## config.mk

```make
export PLATFORM = sky130hd
export DESIGN_NAME = pnic_regs
export DESIGN_NICKNAME = d
export VERILOG_FILES = /design/src/pnic_pkg.sv /design/src/pnic_regs.sv
export SDC_FILE = /design/constraint.sdc
export NUM_CORES = 1
export LEC_CHECK = 0
export BUFFER_PORTS_ARGS = -buffer_cell sky130_fd_sc_hd__buf_2
export CORE_ASPECT_RATIO = 1.25
export CORE_MARGIN = 4
export CORE_UTILIZATION = 59
export CTS_CLUSTER_DIAMETER = 60
export DETAILED_ROUTE_END_ITERATION = 16
export PLACE_DENSITY = 0.83
export SYNTH_ARGS = -nofsm -noshare
export SYNTH_HDL_FRONTEND = slang
export SYNTH_SLANG_ARGS = --single-unit
export TNS_END_PERCENT = 10
```

## constraint.sdc

```tcl
create_clock -name CORE_CLK_IN -period 4.55 [get_ports CORE_CLK_IN]
set_input_delay 0.455 -clock CORE_CLK_IN [delete_from_list [all_inputs] [get_ports CORE_CLK_IN]]
set_output_delay 0.455 -clock CORE_CLK_IN [all_outputs]
set_load 0.02 [all_outputs]
```

## src/pnic_pkg.sv

```systemverilog
package pnic_pkg;

  // ----------------------------------------------------------------
  // Register offsets on the management bus
  // ----------------------------------------------------------------
  localparam logic [4:0] OFF_EXPANSION = 5'h06;
  localparam logic [4:0] OFF_NEXT_PAGE_TRANSMIT = 5'h07;
  localparam logic [4:0] OFF_PARTNER_NEXT_PAGE_ABILITY = 5'h08;
  localparam logic [4:0] OFF_RECEIVE_ERROR_TALLY = 5'h15;
  localparam logic [4:0] OFF_INTERRUPT_CONTROL_STATUS = 5'h1b;
  localparam logic [4:0] OFF_PHY_SPECIAL_CONTROL = 5'h1f;

  // ----------------------------------------------------------------
  // Field positions
  // ----------------------------------------------------------------
  localparam int NP_MORE_POS = 15;
  localparam int NP_MSG_PAGE_POS = 13;
  localparam int NP_ACK2_POS = 12;
  localparam int NP_TOGGLE_POS = 11;
  localparam int EXP_PARTNER_AN_POS = 0;
  localparam int CTL_XOVER_DIS_POS = 13;
  localparam int CTL_ENERGY_POS = 12;
  localparam int CTL_FORCE_LINK_POS = 11;
  localparam int CTL_POWER_SAVE_POS = 10;
  localparam int CTL_INT_LEVEL_POS = 9;
  localparam int CTL_JABBER_EN_POS = 8;
  localparam int CTL_AN_DONE_POS = 7;
  localparam int CTL_PAUSE_POS = 6;
  localparam int CTL_ISOLATE_POS = 5;
  localparam int CTL_SQE_POS = 1;
  localparam int CTL_SCRAMBLE_OFF_POS = 0;

  // ----------------------------------------------------------------
  // Reset values and writable masks
  // ----------------------------------------------------------------
  localparam logic [15:0] NP_TX_RESET = 16'h2001;
  localparam logic [15:0] NP_TX_WMASK = 16'hb7ff;
  localparam logic [15:0] CTL_RESET = 16'h0500;
  localparam logic [15:0] CTL_WMASK = 16'h2f03;
  localparam logic [7:0] INT_EN_RESET = 8'h00;
  localparam logic [15:0] TALLY_RESET = 16'h0000;

  // ----------------------------------------------------------------
  // Management frame figures
  // ----------------------------------------------------------------
  localparam logic [5:0] PREAMBLE_ONES = 6'h20;
  localparam logic [3:0] HEADER_BITS = 4'he;
  localparam logic [3:0] DATA_LAST = 4'hf;
  localparam logic [1:0] FRAME_START = 2'h1;
  localparam logic [1:0] OP_READ = 2'h2;
  localparam logic [1:0] OP_WRITE = 2'h1;

  typedef enum logic [2:0] {
    ST_PRE = 3'b000,
    ST_HDR = 3'b001,
    ST_TA1 = 3'b010,
    ST_TA2 = 3'b011,
    ST_DATA = 3'b100
  } pnic_state_e;

endpackage : pnic_pkg

```

## src/pnic_regs.sv

```systemverilog
// Behaviour
// Next-page bit 15 is writable: more pages follow when set; resets zero.
// Next-page bit 13 writable selects message page; resets to one.
// Next-page bit 12 writable: will comply with message; resets zero.
// Next-page bit 11 is read-only toggle of previous transmitted code word.
// Next-page bits 10:0 are a writable message code, reset value 001.
// Partner next-page bits 15:12 and message code are read-only, reset zero.
// Partner toggle reads the inverse of the previously transmitted toggle.
// Expansion bit 0 read-only shows partner auto-negotiation ability, reset zero.
// Read-only 16-bit tally counts receive-error packets, reset 0000.
// Interrupt register upper byte holds eight writable enables, reset zero.
// Interrupt register lower byte holds eight self-clearing event flags.
// Polarity bit makes interrupt output active high when set, default low.
// Writable bit disables automatic crossover when set, default zero.
// Read-only bit shows signal energy present on the receive pair.
// Forced-link bit lets the transmitter send without a valid link.
// Writable power-saving enable bit, reset value one.
// Writable jabber counter enable bit, default enabled.
// Control bit 7 reports auto-negotiation completion, reset zero.
// Read-only bit reports negotiated flow-control result.
// Read-only bit shows the transceiver is in isolate mode.
// Writable SQE test enable bit, default disabled.
// Writable bit bypasses the transmit scrambler, default scrambling on.
// Interrupt asserts while any enabled flag is set; flags clear on read.
module pnic_regs #(
  parameter logic [4:0] PHY_ADDR = 5'h01
) (
  // Clock and reset
  input wire logic CORE_CLK_IN,
  input wire logic RST_IN,
  // Management pins
  input wire logic MDC_IN,
  input wire logic MDIO_IN,
  output logic MDIO_OUT,
  output logic MDIO_OE_OUT,
  // Status from the transceiver core
  input wire logic [7:0] EVENT_IN,
  input wire logic RX_ERR_PKT_IN,
  input wire logic TX_TOGGLE_IN,
  input wire logic [15:0] PARTNER_PAGE_IN,
  input wire logic PARTNER_AN_ABLE_IN,
  input wire logic ENERGY_IN,
  input wire logic AN_DONE_IN,
  input wire logic PAUSE_RESULT_IN,
  input wire logic ISOLATE_IN,
  // Controls to the transceiver core
  output logic [15:0] NEXT_PAGE_TX_OUT,
  output logic XOVER_DIS_OUT,
  output logic FORCE_LINK_OUT,
  output logic POWER_SAVE_OUT,
  output logic JABBER_EN_OUT,
  output logic SQE_TEST_OUT,
  output logic SCRAMBLE_OFF_OUT,
  // Interrupt pin
  output logic INT_OUT
);

  // ----------------------------------------------------------------
  // Address decode helper
  // ----------------------------------------------------------------
  function automatic logic pnic_hit(input logic [4:0] addr, input logic [4:0] off);
    pnic_hit = (addr == off);
  endfunction : pnic_hit

  // ----------------------------------------------------------------
  // Pin synchronisers and clock edge enable
  // ----------------------------------------------------------------
  logic mdc_s1;
  logic mdc_s2;
  logic mdc_s3;
  logic mdio_s1;
  logic mdio_s2;

  always_ff @(posedge CORE_CLK_IN or posedge RST_IN)
  begin
    if (RST_IN)
    begin
      mdc_s1 <= 1'b0;
      mdc_s2 <= 1'b0;
      mdc_s3 <= 1'b0;
      mdio_s1 <= 1'b1;
      mdio_s2 <= 1'b1;
    end
    else
    begin
      mdc_s1 <= MDC_IN;
      mdc_s2 <= mdc_s1;
      mdc_s3 <= mdc_s2;
      mdio_s1 <= MDIO_IN;
      mdio_s2 <= mdio_s1;
    end
  end

  // The serial clock is far slower than the core, so one enable per rising edge is enough.
  wire mdc_rise = mdc_s2 & ~mdc_s3;
  wire bit_in = mdio_s2;

  // ----------------------------------------------------------------
  // Register storage
  // ----------------------------------------------------------------
  logic [15:0] np_tx;
  logic [15:0] ctl;
  logic [7:0] int_en;
  logic [7:0] int_flag;
  logic [15:0] tally;

  // ----------------------------------------------------------------
  // Frame engine state
  // ----------------------------------------------------------------
  pnic_pkg::pnic_state_e state;
  logic [5:0] pre_cnt;
  logic [3:0] bit_cnt;
  // Only the direction and register address outlive a header; the rest is decoded on the fly.
  logic [12:0] hdr;
  logic [15:0] shreg;
  logic is_read;
  logic [4:0] reg_addr;

  wire [13:0] hdr_next = {hdr, bit_in};
  // The start bit 0 is taken while hunting the preamble, so the header ends on the thirteenth
  // edge in this state, the one that carries the last register address bit.
  wire hdr_done = (state == pnic_pkg::ST_HDR) && (bit_cnt == pnic_pkg::HEADER_BITS - 4'h2);
  wire hdr_start_ok = (hdr_next[13:12] == pnic_pkg::FRAME_START);
  wire hdr_rd = (hdr_next[11:10] == pnic_pkg::OP_READ);
  wire hdr_wr = (hdr_next[11:10] == pnic_pkg::OP_WRITE);
  wire hdr_mine = (hdr_next[9:5] == PHY_ADDR);
  wire hdr_ok = hdr_start_ok & (hdr_rd | hdr_wr) & hdr_mine;
  wire [4:0] hdr_reg = hdr_next[4:0];

  // ----------------------------------------------------------------
  // Read data selection
  // ----------------------------------------------------------------
  // Toggle and status bits come straight from the core, so writes can never reach them.
  wire [15:0] np_tx_view = {np_tx[15:12], TX_TOGGLE_IN, np_tx[10:0]};
  wire [15:0] partner_view = {PARTNER_PAGE_IN[15:12], ~TX_TOGGLE_IN, PARTNER_PAGE_IN[10:0]};
  wire [15:0] expansion_view = {15'h0000, PARTNER_AN_ABLE_IN};
  wire [15:0] int_view = {int_en, int_flag};
  wire [15:0] status_bits = {3'h0, ENERGY_IN, 4'h0, AN_DONE_IN, PAUSE_RESULT_IN, ISOLATE_IN, 5'h00};
  wire [15:0] ctl_view = (ctl & pnic_pkg::CTL_WMASK) | status_bits;

  wire [15:0] read_word =
    pnic_hit(hdr_reg, pnic_pkg::OFF_EXPANSION) ? expansion_view :
    pnic_hit(hdr_reg, pnic_pkg::OFF_NEXT_PAGE_TRANSMIT) ? np_tx_view :
    pnic_hit(hdr_reg, pnic_pkg::OFF_PARTNER_NEXT_PAGE_ABILITY) ? partner_view :
    pnic_hit(hdr_reg, pnic_pkg::OFF_RECEIVE_ERROR_TALLY) ? tally :
    pnic_hit(hdr_reg, pnic_pkg::OFF_INTERRUPT_CONTROL_STATUS) ? int_view :
    pnic_hit(hdr_reg, pnic_pkg::OFF_PHY_SPECIAL_CONTROL) ? ctl_view :
    16'h0000;

  // Unmapped offsets read as zero; writes to them are dropped.
  wire start_read = mdc_rise & hdr_done & hdr_ok & hdr_rd;
  // Flags clear as the read header passes, after the snapshot, so the read still sees them.
  wire flag_clear = start_read & pnic_hit(hdr_reg, pnic_pkg::OFF_INTERRUPT_CONTROL_STATUS);

  wire data_end = mdc_rise && (state == pnic_pkg::ST_DATA) && (bit_cnt == pnic_pkg::DATA_LAST);
  wire do_write = data_end & ~is_read;
  wire [15:0] wdata = {shreg[14:0], bit_in};

  wire wr_np = do_write & pnic_hit(reg_addr, pnic_pkg::OFF_NEXT_PAGE_TRANSMIT);
  wire wr_int = do_write & pnic_hit(reg_addr, pnic_pkg::OFF_INTERRUPT_CONTROL_STATUS);
  wire wr_ctl = do_write & pnic_hit(reg_addr, pnic_pkg::OFF_PHY_SPECIAL_CONTROL);

  // ----------------------------------------------------------------
  // Frame engine
  // ----------------------------------------------------------------
  pnic_pkg::pnic_state_e next_state;
  logic [5:0] next_pre_cnt;

  // Any zero before thirty-two ones restarts the hunt, since every frame needs a full preamble.
  always_comb
  begin
    next_state = state;
    next_pre_cnt = pre_cnt;
    case (state)
      pnic_pkg::ST_PRE:
      begin
        if (bit_in)
        begin
          next_pre_cnt = (pre_cnt == pnic_pkg::PREAMBLE_ONES) ? pre_cnt : pre_cnt + 6'h01;
        end
        else
        begin
          next_pre_cnt = 6'h00;
          if (pre_cnt == pnic_pkg::PREAMBLE_ONES)
          begin
            next_state = pnic_pkg::ST_HDR;
          end
        end
      end
      pnic_pkg::ST_HDR:
      begin
        if (hdr_done)
        begin
          next_state = hdr_ok ? pnic_pkg::ST_TA1 : pnic_pkg::ST_PRE;
        end
      end
      pnic_pkg::ST_TA1:
      begin
        next_state = pnic_pkg::ST_TA2;
      end
      pnic_pkg::ST_TA2:
      begin
        next_state = pnic_pkg::ST_DATA;
      end
      pnic_pkg::ST_DATA:
      begin
        if (bit_cnt == pnic_pkg::DATA_LAST)
        begin
          next_state = pnic_pkg::ST_PRE;
        end
      end
      default:
      begin
        next_state = pnic_pkg::ST_PRE;
        next_pre_cnt = 6'h00;
      end
    endcase
  end

  always_ff @(posedge CORE_CLK_IN or posedge RST_IN)
  begin
    if (RST_IN)
    begin
      state <= pnic_pkg::ST_PRE;
      pre_cnt <= 6'h00;
      bit_cnt <= 4'h0;
      hdr <= 13'h0000;
      is_read <= 1'b0;
      reg_addr <= 5'h00;
    end
    else if (mdc_rise)
    begin
      state <= next_state;
      pre_cnt <= next_pre_cnt;
      hdr <= hdr_next[12:0];
      bit_cnt <= (state == next_state) ? bit_cnt + 4'h1 : 4'h0;
      if (hdr_done)
      begin
        is_read <= hdr_rd;
        reg_addr <= hdr_reg;
      end
    end
  end

  // ----------------------------------------------------------------
  // Serial data shifter and pin drive
  // ----------------------------------------------------------------
  // Output changes right after the rising edge, giving the station a full clock period of setup.
  always_ff @(posedge CORE_CLK_IN or posedge RST_IN)
  begin
    if (RST_IN)
    begin
      shreg <= 16'h0000;
      MDIO_OUT <= 1'b1;
      MDIO_OE_OUT <= 1'b0;
    end
    else if (mdc_rise)
    begin
      if (start_read)
      begin
        shreg <= read_word;
      end
      else if (state == pnic_pkg::ST_TA1 && is_read)
      begin
        MDIO_OE_OUT <= 1'b1;
        MDIO_OUT <= 1'b0;
      end
      else if (state == pnic_pkg::ST_TA2 && is_read)
      begin
        MDIO_OUT <= shreg[15];
        shreg <= {shreg[14:0], 1'b0};
      end
      else if (state == pnic_pkg::ST_DATA)
      begin
        if (is_read)
        begin
          MDIO_OUT <= (bit_cnt == pnic_pkg::DATA_LAST) ? 1'b1 : shreg[15];
          MDIO_OE_OUT <= (bit_cnt != pnic_pkg::DATA_LAST);
          shreg <= {shreg[14:0], 1'b0};
        end
        else
        begin
          shreg <= wdata;
        end
      end
    end
  end

  // ----------------------------------------------------------------
  // Writable registers
  // ----------------------------------------------------------------
  // Read-only bits are masked off on the way in, so a write never disturbs them.
  always_ff @(posedge CORE_CLK_IN or posedge RST_IN)
  begin
    if (RST_IN)
    begin
      np_tx <= pnic_pkg::NP_TX_RESET;
      ctl <= pnic_pkg::CTL_RESET;
      int_en <= pnic_pkg::INT_EN_RESET;
    end
    else
    begin
      if (wr_np)
      begin
        np_tx <= wdata & pnic_pkg::NP_TX_WMASK;
      end
      if (wr_ctl)
      begin
        ctl <= wdata & pnic_pkg::CTL_WMASK;
      end
      if (wr_int)
      begin
        int_en <= wdata[15:8];
      end
    end
  end

  // ----------------------------------------------------------------
  // Event flags, error tally and interrupt pin
  // ----------------------------------------------------------------
  // A new event in the clearing cycle survives, so no event is lost to a read.
  wire [7:0] next_int_flag = (flag_clear ? 8'h00 : int_flag) | EVENT_IN;
  wire int_active = |(int_flag & int_en);

  always_ff @(posedge CORE_CLK_IN or posedge RST_IN)
  begin
    if (RST_IN)
    begin
      int_flag <= 8'h00;
      tally <= pnic_pkg::TALLY_RESET;
      INT_OUT <= 1'b1;
    end
    else
    begin
      int_flag <= next_int_flag;
      // The tally holds at its top value rather than wrapping back to a small count.
      if (RX_ERR_PKT_IN && tally != 16'hffff)
      begin
        tally <= tally + 16'h0001;
      end
      INT_OUT <= ctl[pnic_pkg::CTL_INT_LEVEL_POS] ? int_active : ~int_active;
    end
  end

  // ----------------------------------------------------------------
  // Control outputs
  // ----------------------------------------------------------------
  // These copies lag the register by one core cycle, which keeps every output on a flip-flop.
  always_ff @(posedge CORE_CLK_IN or posedge RST_IN)
  begin
    if (RST_IN)
    begin
      NEXT_PAGE_TX_OUT <= pnic_pkg::NP_TX_RESET;
      XOVER_DIS_OUT <= 1'b0;
      FORCE_LINK_OUT <= 1'b0;
      POWER_SAVE_OUT <= 1'b1;
      JABBER_EN_OUT <= 1'b1;
      SQE_TEST_OUT <= 1'b0;
      SCRAMBLE_OFF_OUT <= 1'b0;
    end
    else
    begin
      NEXT_PAGE_TX_OUT <= np_tx;
      XOVER_DIS_OUT <= ctl[pnic_pkg::CTL_XOVER_DIS_POS];
      FORCE_LINK_OUT <= ctl[pnic_pkg::CTL_FORCE_LINK_POS];
      POWER_SAVE_OUT <= ctl[pnic_pkg::CTL_POWER_SAVE_POS];
      JABBER_EN_OUT <= ctl[pnic_pkg::CTL_JABBER_EN_POS];
      SQE_TEST_OUT <= ctl[pnic_pkg::CTL_SQE_POS];
      SCRAMBLE_OFF_OUT <= ctl[pnic_pkg::CTL_SCRAMBLE_OFF_POS];
    end
  end

endmodule : pnic_regs

```

# After elaboration in Yosys (flattened, before gate mapping)
# Index checks and enable logic that the tools add are counted.
# W data, S select, Z words.
# classes
n_eq_ne	26
muxes	32
reduce_logical	19
n_bitwise	21
addsub	3
# op_table
cell	count
$mux W16	9
$eq A5 B5 Y1 const B	5
$add A16 B1 Y16 const B	1
$ne A16 B16 Y1 const B	1
$eq A5 B3 Y1 const B	3
$pmux W3 S5	1
$mux W14	1
$or A14 B13 Y14	1
$mux W3	4
$mux W6	2
$pmux W6 S2	1
$and A1 B1 Y1	11
$mux W1	11
$reduce_bool A3 Y1	3
$and A8 B8 Y8	1
$eq A4 B4 Y1 const B	2
$mux W8	1
$or A8 B8 Y8	1
$reduce_or A8 Y1	1
$add A6 B1 Y6 const B	1
$eq A3 B2 Y1 const B	2
$eq A6 B6 Y1 const B	1
$logic_and A1 B1 Y1	6
$not A1 Y1	6
other kinds (21)	25
# word_totals
regBits	129
input_bits	35

# Depth between registers and ports, before layout
# Gate-level depths: netlist (run 1).
# depth
depth_word	9
mapped_depth	8
depth_no_buf	7

# Worst setup path after synthesis (run 1)
# Ideal clock, no wire load.
# synth_path
path_type	register -> register
start	register bit_cnt[0]
end	register np_tx[1]
setup_slack_ns	2.321
period_less_slack_ns	2.229
t_arrival_ns	2.104
stages_incl_launch_ff	8
required_ns	4.425
setup_time_ns	0.125
path_cell_list	dfrtp_1 > ha_1 > and3_4 > nand4_4 > or4b_4 > nor3_4 > buf_12 > mux2_4
# synth_between
elab_chain_cells	4
# synth_lines
item	line	rtl
from (decl)	pnic_regs.sv:112	logic [3:0] bit_cnt;
from (signal assigned)	pnic_regs.sv:236	bit_cnt <= (state == next_state) ? bit_cnt + 4'h1 : 4'h0;
$eq A4 B4 Y1	pnic_regs.sv:155	wire data_end = mdc_rise && (state == pnic_pkg::ST_DATA) && (bit_cnt == pnic_pkg::DATA_LAST);
$logic_and A1 B1 Y1	pnic_regs.sv:155	
$and A1 B1 Y1	pnic_regs.sv:156	wire do_write = data_end & ~is_read;
$and A1 B1 Y1	pnic_regs.sv:159	wire wr_np = do_write & pnic_hit(reg_addr, pnic_pkg::OFF_NEXT_PAGE_TRANSMIT);
to (signal assigned)	pnic_regs.sv:297	np_tx <= pnic_pkg::NP_TX_RESET;
to (signal assigned)	pnic_regs.sv:305	np_tx <= wdata & pnic_pkg::NP_TX_WMASK;
to (decl)	pnic_regs.sv:101	logic [15:0] np_tx;
# No other way between the ends.
# A chain may end at the register's enable or synchronous reset.

# Worst setup path after layout (run 1)
# layout_path
start	register mdc_s3
end	register np_tx[10]
# layout_between
elab_chain_cells	6
# layout_lines
item	line	rtl
from (decl)	pnic_regs.sv:70	logic mdc_s3;
from (signal assigned)	pnic_regs.sv:88	mdc_s3 <= mdc_s2;
$not A1 Y1	pnic_regs.sv:95	wire mdc_rise = mdc_s2 & ~mdc_s3;
$and A1 B1 Y1	pnic_regs.sv:95	
$logic_and A1 B1 Y1 (2 in series)	pnic_regs.sv:155	
$and A1 B1 Y1	pnic_regs.sv:156	
$and A1 B1 Y1	pnic_regs.sv:159	
# No other way between the ends.

==> results of run 1 <==
==> metrics by stage <==
step	hold WS, ns	cell area, sq um	setup WS [ns]	util, %	std cells
after floorplan	0.331	6320	0.674	-	603
after global placement	0.346	6650	1.68	63.3	759
after detailed placement	0.340	6650	1.58	63.3	759
after CTS	0.122	7240	1.58	68.9	791
after global routing	0.119	7240	1.41	68.9	791
final	0.131	7240	1.60	68.9	791
==> path summary, 6_finish.rpt <==
check | startpoint | endpoint | cells past startpoint
setup / recovery | mdc_s3$_DFF_PP0_ | np_tx[10]$_DFFE_PP0P_ | 4
hold / removal | MDIO_IN | mdio_s1$_DFF_PP1_ | 1
setup reg to reg | mdc_s3$_DFF_PP0_ | np_tx[10]$_DFFE_PP0P_ | 4
hold reg to reg | mdio_s1$_DFF_PP1_ | bit_in$_DFF_PP1_ | 0
max in group asynchronous | RST_IN | MDIO_OUT$_DFFE_PP1P_ | 3
min in group asynchronous | RST_IN | shreg[9]$_DFFE_PP0P_ | 2
==> power by group <==
group	leakage, nW	switching [mW]	internal (mW)
Combinational	1.32	0.192	0.133
Clock	0.276	0.526	0.809
Sequential	1.59	0.102	1.22
==> layout make-up <==
cell class                 count  area share [%]
timing repair buffer          62            4.49
tap                          132            2.28
clock buffer                  17            5.88
multi-input combinational    425            39.7
inverter                      11           0.605
sequential                   129            44.8
clock inverter                15            2.23
==> layout by cell type, fill, tap and decap left out, drive strengths merged, types with 12 or more instances in the layout <==
cell type	count
buf	62
inv	13
a21boi	15
nand2b	20
o31ai	15
a21oi	45
dfstp	12
o21ai	22
nand3	15
clkbuf	17
dfrtp	117
mux2	36
nor2	40
mux2i	15
nand2	63
==> per-layer routing <==
layer	wire [um]	global-route usage [%]
met1	6070	33.8
met2	7300	39.3
met3	909	5.49
met4	320	8.68
met5	0	0
==> kinds of logic (layout without fill, tap and decap cells) <==
logic type      after synthesis  after routing
simple gates                194            194
compound gates              155            155
flops                       129            129
mux                          51             51
buf+inv                      49            105
xor+xnor                     17             17
fa+ha+maj                     6              6
other cells                   1              2
==> critical path, cell delays in order, from the launching register on <==
cell and delay (ns):
dfrtp_1 0.39, nand2b_1 0.59, or4b_4 0.75, nor3_4 0.68
mux2_2 0.41
==> flow_summary.ini, run 1 <==
[global_routing]
grt_usage_pct = 24.8
antenna_found_initial = 0
grt_max_degree = 61
gr-total-overflow = 0
grt_first_pass_wirelength_um = 24000
grt_pass1_vias = 4679

[layout]
nets = 687
top_regs = shreg (16), tally (16)
area_growth_pct = 14.5
multi_input_area_sq_um = 2880
layout-drive-gt1-share_pct = 23.2
seqCellArea_sq_um = 3240
antenna-diode-count = 0
fillers = 764

[logic_synthesis]
ys_seq_elements = 129
ys_warn_count = 0
netlist_instances = 602
synth_area_sq_um = 6320
synth-adder-area-share_pct = 1.19
synth_xor_area_share_pct = 2.36
synth_ff_type = dfrtp_1
synth_area_leaders = dfrtp_1, dfstp_2, mux2_2
synth-compound-area-share_pct = 16.1
synth_edf_count = 0
yosys.area_share.simple_pct = 16.3
muxShareOfSynthArea_pct = 9.38
synth_common_cells = dfrtp_1, nand2_1, a21oi_1
synth-async-reset-ratio_pct = 100
yosys.cell_types.count = 65
yosys.area.top_type = dfrtp_1
synth_top_family_by_area = simple AND/OR/NAND/NOR gates
yosysSeqAreaShare_pct = 51.3
yosysMostFrequentCell = dfrtp_1
avgSynthCellArea_sq_um = 10.5
synth_top_area_share_pct = 46.3

[routing]
detail_route.wl_per_cell_um = 18.5
vias_per_cell = 6.19
ant_nets = 0
first_pass_iters = 5
drt-initial-drc-count = 422
drc = 0
wirelength_um = 14600
num_vias = 4898

[die]
pin_count = 60
dieArea_sq_um = 12400
core_sq_um = 10500
die_w_um = 101
rows = 42
die_h_um = 124
start_util_pct = 60.1

[sta]
finalCriticalPeriod_ns = 2.95
setup_violations = 0
worst_slew_pin_slew_ns = 1.11
tns_ns = 0
finClkSkew_ns = 0.00601
hold_violations = 0
slew-limit-headroom_pct = 26.0
rsz0062_at_grt = no
slew_violations = 0
max_freq_mhz = 339
period_share_pct = 64.9

[worst_setup_path]
critPathLaunchType = flop
cp_data_required_time_ns = 4.85
critPathArrivalTime_ns = 3.26
crit_type = flop to flop
worst-path-max-fanout = 25
r2r_slack_ns = 1.60
end_kind = flop

[clocking]
cts_tree = done
insertion_delay_ns = 0.42
post_cts_resized = 0
cts_buffer_depth = 2
hold_buffers = 0
clock-sinks = 129
root_buffer = clkbuf_16
path_clk_slew_ns = 0.06
post_cts_buffers = 0
cts_buffers = 17
htreeDepth = 4

[power]
vdd_drop_max_mv = 0.281
p_leak_nw = 3.19
total_power_mw = 2.99
powerDensity_nw_per_um2 = 412

[place]
io_buffers = 56
hpwl_um = 9790
place.gp.congestion = 0.939

[job]
maxCapViolations = 0

[worst_hold_path]
hold_path_class = primary input to flop

[outcome]
status = complete, no violations
No activity file was read; power rests on OpenSTA's default activity.
==> run 2, diff against run 1 <==
--- a/config.mk
+++ b/config.mk
@@ -8,10 +8,10 @@
 export BUFFER_PORTS_ARGS = -buffer_cell sky130_fd_sc_hd__buf_2
 export CORE_ASPECT_RATIO = 1.25
 export CORE_MARGIN = 4
-export CORE_UTILIZATION = 59
+export CORE_UTILIZATION = 54
 export CTS_CLUSTER_DIAMETER = 60
 export DETAILED_ROUTE_END_ITERATION = 16
-export PLACE_DENSITY = 0.83
+export PLACE_DENSITY = 0.81
 export SYNTH_ARGS = -nofsm -noshare
 export SYNTH_HDL_FRONTEND = slang
 export SYNTH_SLANG_ARGS = --single-unit
==> constraint.sdc (replaced) <==
create_clock -name CORE_CLK_IN -period 2.7 [get_ports CORE_CLK_IN]
set_input_delay 0.27 -clock CORE_CLK_IN [delete_from_list [all_inputs] [get_ports CORE_CLK_IN]]
set_output_delay 0.27 -clock CORE_CLK_IN [all_outputs]
set_load 0.02 [all_outputs]
==> run 2 against run 1 <==
Compared with the run above:
- sequential power is 69% higher
- clock skew is 0.0032 ns higher
- sequential cell count stayed put
- setup slack worse by 1.4 ns
- global-route usage is 1.4 points lower
- die area is 8.6% higher
- clock power is 67% higher
- critical endpoint is now shreg[7]$_DFFE_PP0P_
==> flow_summary.ini, run 2 (synthesized netlist as in run 1, its figures left out) <==
[worst_setup_path]
end_kind = flop
critPathArrivalTime_ns = 2.77
cp_data_required_time_ns = 2.99
worst-path-max-fanout = 20
critPathLaunchType = flop
crit_type = flop to flop

[clocking]
path_clk_slew_ns = 0.06
cts_buffer_depth = 2
cts_buffers = 17
post_cts_buffers = 0
cts_tree = done
root_buffer = clkbuf_16
htreeDepth = 4
post_cts_resized = 0
clock-sinks = 129
insertion_delay_ns = 0.43
hold_buffers = 3

[global_routing]
grt_pass1_vias = 4931
grt_usage_pct = 23.4
antenna_found_initial = 0
grt_first_pass_wirelength_um = 25100
grt_max_degree = 73
gr-total-overflow = 0

[place]
pre_cts_ws_ns = 0.269
dp_cells = 770
place.gp.congestion = 0.914
io_buffers = 56
hpwl_um = 10400

[die]
dieArea_sq_um = 13500
pin_count = 60
core_sq_um = 11300
start_util_pct = 55.9
die_h_um = 129
die_w_um = 105
rows = 43

[layout]
fin_util_pct = 65.0
area_growth_pct = 16.1
nets = 698
instances_no_fill = 805
layout-drive-gt1-share_pct = 24.0
fillers = 892
top_regs = shreg (16), tally (16)
layout_commonest_cell = dfrtp_1
final_cell_mix = dfrtp_1, nand2_1, buf_2, a21oi_1, nor2_1
antenna-diode-count = 0

[power]
powerDensity_nw_per_um2 = 686
total_power_mw = 5.03
vdd_drop_max_mv = 0.404
p_leak_nw = 3.24

[routing]
vias_per_cell = 6.13
drt-initial-drc-count = 346
num_vias = 4938
detail_route.wl_per_cell_um = 18.7
wirelength_um = 15000
first_pass_iters = 5
drc = 0
ant_nets = 0

[sta]
max_freq_mhz = 403
period_share_pct = 91.9
finClkSkew_ns = 0.00923
slew_violations = 0
hold_violations = 0
timing.final.ws_setup_ns = 0.220
slew-limit-headroom_pct = 54.4
finalCriticalPeriod_ns = 2.48
setup_violations = 0
tns_ns = 0
worst_slew_pin_slew_ns = 0.680
rsz0062_at_grt = no

[worst_hold_path]
hold_path_class = primary input to flop

[outcome]
status = complete, no violations

[job]
maxCapViolations = 0
[run 2: changes by cell type in the layout (fill, tap and decap cells not counted), moves of 2 or more]
cell / before / now
inv_6: 2 / 5
clkinv_4: 5 / 3
buf_4: 6 / 13
inv_8: 0 / 2
clkinv_2: 2 / 0
dlygate4sd3_1: 0 / 3
[run 2: power breakdown]
group | internal [mW] | switching [mW] | total, mW
combinational | 0.236 | 0.320 | 0.557
clock | 1.29 | 0.950 | 2.24
sequential | 2.06 | 0.175 | 2.23
total | 3.59 | 1.45 | 5.03
[run 2: metrics by stage]
step	area (sq um)	hold WS, ns
finish	7340	0.0166
global route	7340	0.0142
CTS	7340	0.00711
detailed placement	6730	0.337
global placement	6730	0.343
floorplan	6330	0.274
[run 2: critical path, cell delays in order (launching register included)]
cell     delay [ns]
dfrtp_1        0.57
nor3b_1        0.47
nand3_1        0.40
o22ai_2        0.19
buf_4          0.32
mux2i_1        0.27
o31ai_1        0.12
[run 2: per-layer routing]
layer / track usage (%) / wire length, um / up-vias
li1: - / - / 2282
met4: 10.1 / 395 / 0
met2: 37.6 / 7310 / 190
met3: 5.12 / 986 / 35
met1: 30.9 / 6350 / 2431
met5: 0 / 0 / -
[run 2: path summary, 6_finish.rpt]
check                                startpoint                        endpoint  slack [ns]  cells after the start
setup / recovery           state[2]$_DFFE_PP0P_            shreg[7]$_DFFE_PP0P_        0.22                      6
hold / removal                      EVENT_IN[4]           int_flag[4]$_DFF_PP0_        0.02                      2
setup reg to reg           state[2]$_DFFE_PP0P_            shreg[7]$_DFFE_PP0P_        0.22                      6
hold reg to reg               mdio_s1$_DFF_PP1_                bit_in$_DFF_PP1_        0.36                      0
max in group asynchronous                RST_IN               INT_OUT$_DFF_PP1_        1.42                      4
min in group asynchronous                RST_IN  NEXT_PAGE_TX_OUT[12]$_DFF_PP0_        0.47                      3
[run 2: final cells by class]
cell class / instances / area [sq um] / area share, %
clock buffers: 17 / 425 / 5.80
clock inverters: 15 / 153 / 2.08
inverters: 11 / 45.0 / 0.614
multi-input cells: 425 / 2880 / 39.2
flip-flops and latches: 129 / 3240 / 44.2
well taps: 135 / 169 / 2.30
repair buffers: 73 / 428 / 5.83
==> run 3, diff against run 2 <==
--- a/config.mk
+++ b/config.mk
@@ -8,10 +8,11 @@
 export BUFFER_PORTS_ARGS = -buffer_cell sky130_fd_sc_hd__buf_2
 export CORE_ASPECT_RATIO = 1.25
 export CORE_MARGIN = 4
-export CORE_UTILIZATION = 54
+export CORE_UTILIZATION = 56
+export CTS_BUF_LIST = sky130_fd_sc_hd__clkbuf_8
 export CTS_CLUSTER_DIAMETER = 60
 export DETAILED_ROUTE_END_ITERATION = 16
-export PLACE_DENSITY = 0.81
+export PLACE_DENSITY = 0.83
 export SYNTH_ARGS = -nofsm -noshare
 export SYNTH_HDL_FRONTEND = slang
 export SYNTH_SLANG_ARGS = --single-unit
==> run 3 against run 2 <==
Compared with the run above:
- critical endpoint is now ctl[9]$_DFFE_PP0P_
- the flow now finishes with violations (hold timing)
- largest power group is now sequential cells
- clock power fell by 22%
- clock-buffer cell count rose by 2
- design area fell by 1.2%
- combinational power rose by 3%
- sequential cell count did not move
- maximum frequency rose by 1.2%
- register-to-register slack improved by 0.03 ns
- global-route usage rose by 0.089 points
- non-clock buffer count rose by 6
==> flow_summary.ini, run 3 (synthesized netlist as in run 1, its figures left out) <==
[outcome]
status = finished with violations
violations = hold timing

[clocking]
clock-sinks = 129
cts_tree = done
post_cts_buffers = 0
cts_buffers = 17
cts_buffer_depth = 2
path_clk_slew_ns = 0.08
htreeDepth = 4
insertion_delay_ns = 0.44
root_buffer = clkbuf_8

[layout]
layout-drive-gt1-share_pct = 23.7
final_cell_mix = dfrtp_1, nand2_1, buf_2, a21oi_1, nor2_1
layout_commonest_cell = dfrtp_1
top_regs = shreg (16), tally (16)
area_growth_pct = 14.7
fin_util_pct = 65.4
nets = 704
antenna-diode-count = 0

[power]
total_power_mw = 4.55
powerDensity_nw_per_um2 = 628
p_switching_mw = 1.28
p_int_mw = 3.27
vdd_drop_max_mv = 0.442
p_clk_share_pct = 38.4
p_seq_share_pct = 49.0
p_sw_share_pct = 28.2
p_comb_share_pct = 12.6
p_leak_nw = 3.21

[sta]
hold_violations = 4
period_share_pct = 90.8
finClkSkew_ns = 0.00735
finalCriticalPeriod_ns = 2.45
timing.final.ws_setup_ns = 0.248
setup_violations = 0
worst_slew_pin_slew_ns = 0.763
max_freq_mhz = 408
finalHoldWorstSlack_ns = -0.00328
rsz0062_at_grt = no
slew_violations = 0
slew-limit-headroom_pct = 48.8
tns_ns = 0

[routing]
first_pass_iters = 6
num_vias = 4894
wirelength_um = 14400
vias_per_cell = 6.03
routed-wl-met2_um = 7050
dr.max_layer_used = met4
drt-initial-drc-count = 510
wl_met1_um = 6270
detail_route.wl_per_cell_um = 17.8
drc = 0
ant_nets = 0
wl_met3_um = 781

[place]
pre_cts_ws_ns = 0.276
place.gp.congestion = 0.927
io_buffers = 56
hpwl_um = 9960

[worst_setup_path]
r2r_start = state[1]$_DFFE_PP0P_
startpoint = state[1]$_DFFE_PP0P_
worst-path-max-fanout = 12
cp_data_required_time_ns = 3.03
path_cells = nor2_1 > nand4_4 > or4b_4 > nor2_2 > mux2_2
crit_type = flop to flop
critPathSlowestCell = or4b_4
rr_endpoint = ctl[9]$_DFFE_PP0P_
r2r_slack_ns = 0.25
path_depth = 5
critPathArrivalTime_ns = 2.78
crit_path_max_incr_delay_ns = 0.55
crit_family = simple AND/OR/NAND/NOR gates
rr_worst_depth = 5
endpoint = ctl[9]$_DFFE_PP0P_
end_kind = flop
critPathLaunchType = flop
cp_num_buf_inv = 0

[die]
dieArea_sq_um = 13100
core_sq_um = 11100
pin_count = 60
die_h_um = 127
die_w_um = 103
start_util_pct = 57.0
rows = 43

[global_routing]
grt_usage_pct = 23.5
grt_first_pass_wirelength_um = 23900
grt_max_degree = 130
antenna_found_initial = 0
grt_pass1_vias = 4788
gr-total-overflow = 0

[worst_hold_path]
hold_path_class = primary input to async pin

[job]
maxCapViolations = 0
run 3: cell types whose count changed in the layout (fill, tap and decap cells not counted):
cell | previous run | this run
clkinv_4 | 3 | 2
nor4b_1 | 3 | 2
clkinvlp_4 | 5 | 3
clkbuf_16 | 17 | 0
clkbuf_8 | 0 | 19
nor4b_2 | 1 | 2
inv_8 | 2 | 0
dlygate4sd3_1 | 3 | 9
clkinv_2 | 0 | 1
inv_6 | 5 | 3
inv_1 | 10 | 12
bufinv_16 | 1 | 3
run 3: power by group through the flow:
stage	logic, mW	clock network [mW]	registers [mW]
2_1_floorplan	0.443	0	2.19
3_3_place_gp	0.528	0	2.24
3_5_place_dp	0.556	0	2.26
4_1_cts	0.572	1.77	2.22
5_1_grt	0.656	1.85	2.25
6_report	0.574	1.75	2.23
run 3: area by class of cell:
type                            instances  area [sq um]
Inverter                               11          45.0
Sequential cell                       129          3240
Tap cell                              135           169
Clock inverter                         13           161
Fill cell                             849          3830
Timing Repair Buffer                   79           488
Multi-Input combinational cell        425          2880
Clock buffer                           19           262
run 3: how the worst min path moves through the flow:
stage / start / end / slack (ns) / depth (start not counted)
4_1_cts: EVENT_IN[6] / int_flag[6]$_DFF_PP0_ / 0.006 / 2
3_3_place_gp: mdc_s1$_DFF_PP0_ / mdc_s2$_DFF_PP0_ / 0.34 / 0
6_report: RST_IN / NEXT_PAGE_TX_OUT[9]$_DFF_PP0_ / -0.003 / 3
5_1_grt: EVENT_IN[6] / int_flag[6]$_DFF_PP0_ / 0.007 / 2
3_5_place_dp: mdc_s1$_DFF_PP0_ / mdc_s2$_DFF_PP0_ / 0.34 / 0
2_1_floorplan: MDIO_IN / mdio_s1$_DFF_PP1_ / 0.27 / 0
run 3: repair_timing:
item,in CTS,in global routing
endpoints found under the setup margin,0,15
hold buffers,9,0
hold endpoints to repair,9,0
resized for setup,0,1
run 3: worst min-delay path, cell delays in order:
cell        delay (ns)
buf_2             0.11
clkinvlp_4        0.07
buf_12            0.47
run 3: per-stage QoR:
stage | std cells | instance area (sq um)
after global routing | 811 | 7250
after detailed placement | 770 | 6730
after floorplan | 603 | 6330
after CTS | 811 | 7240
after global placement | 770 | 6730
final | 811 | 7250
run 3: metal layers:
metal / up-vias / global-route usage (%)
met5: - / 0
met4: 0 / 8.84
met3: 38 / 5.56
li1: 2282 / -
met2: 184 / 36.0
met1: 2390 / 32.4
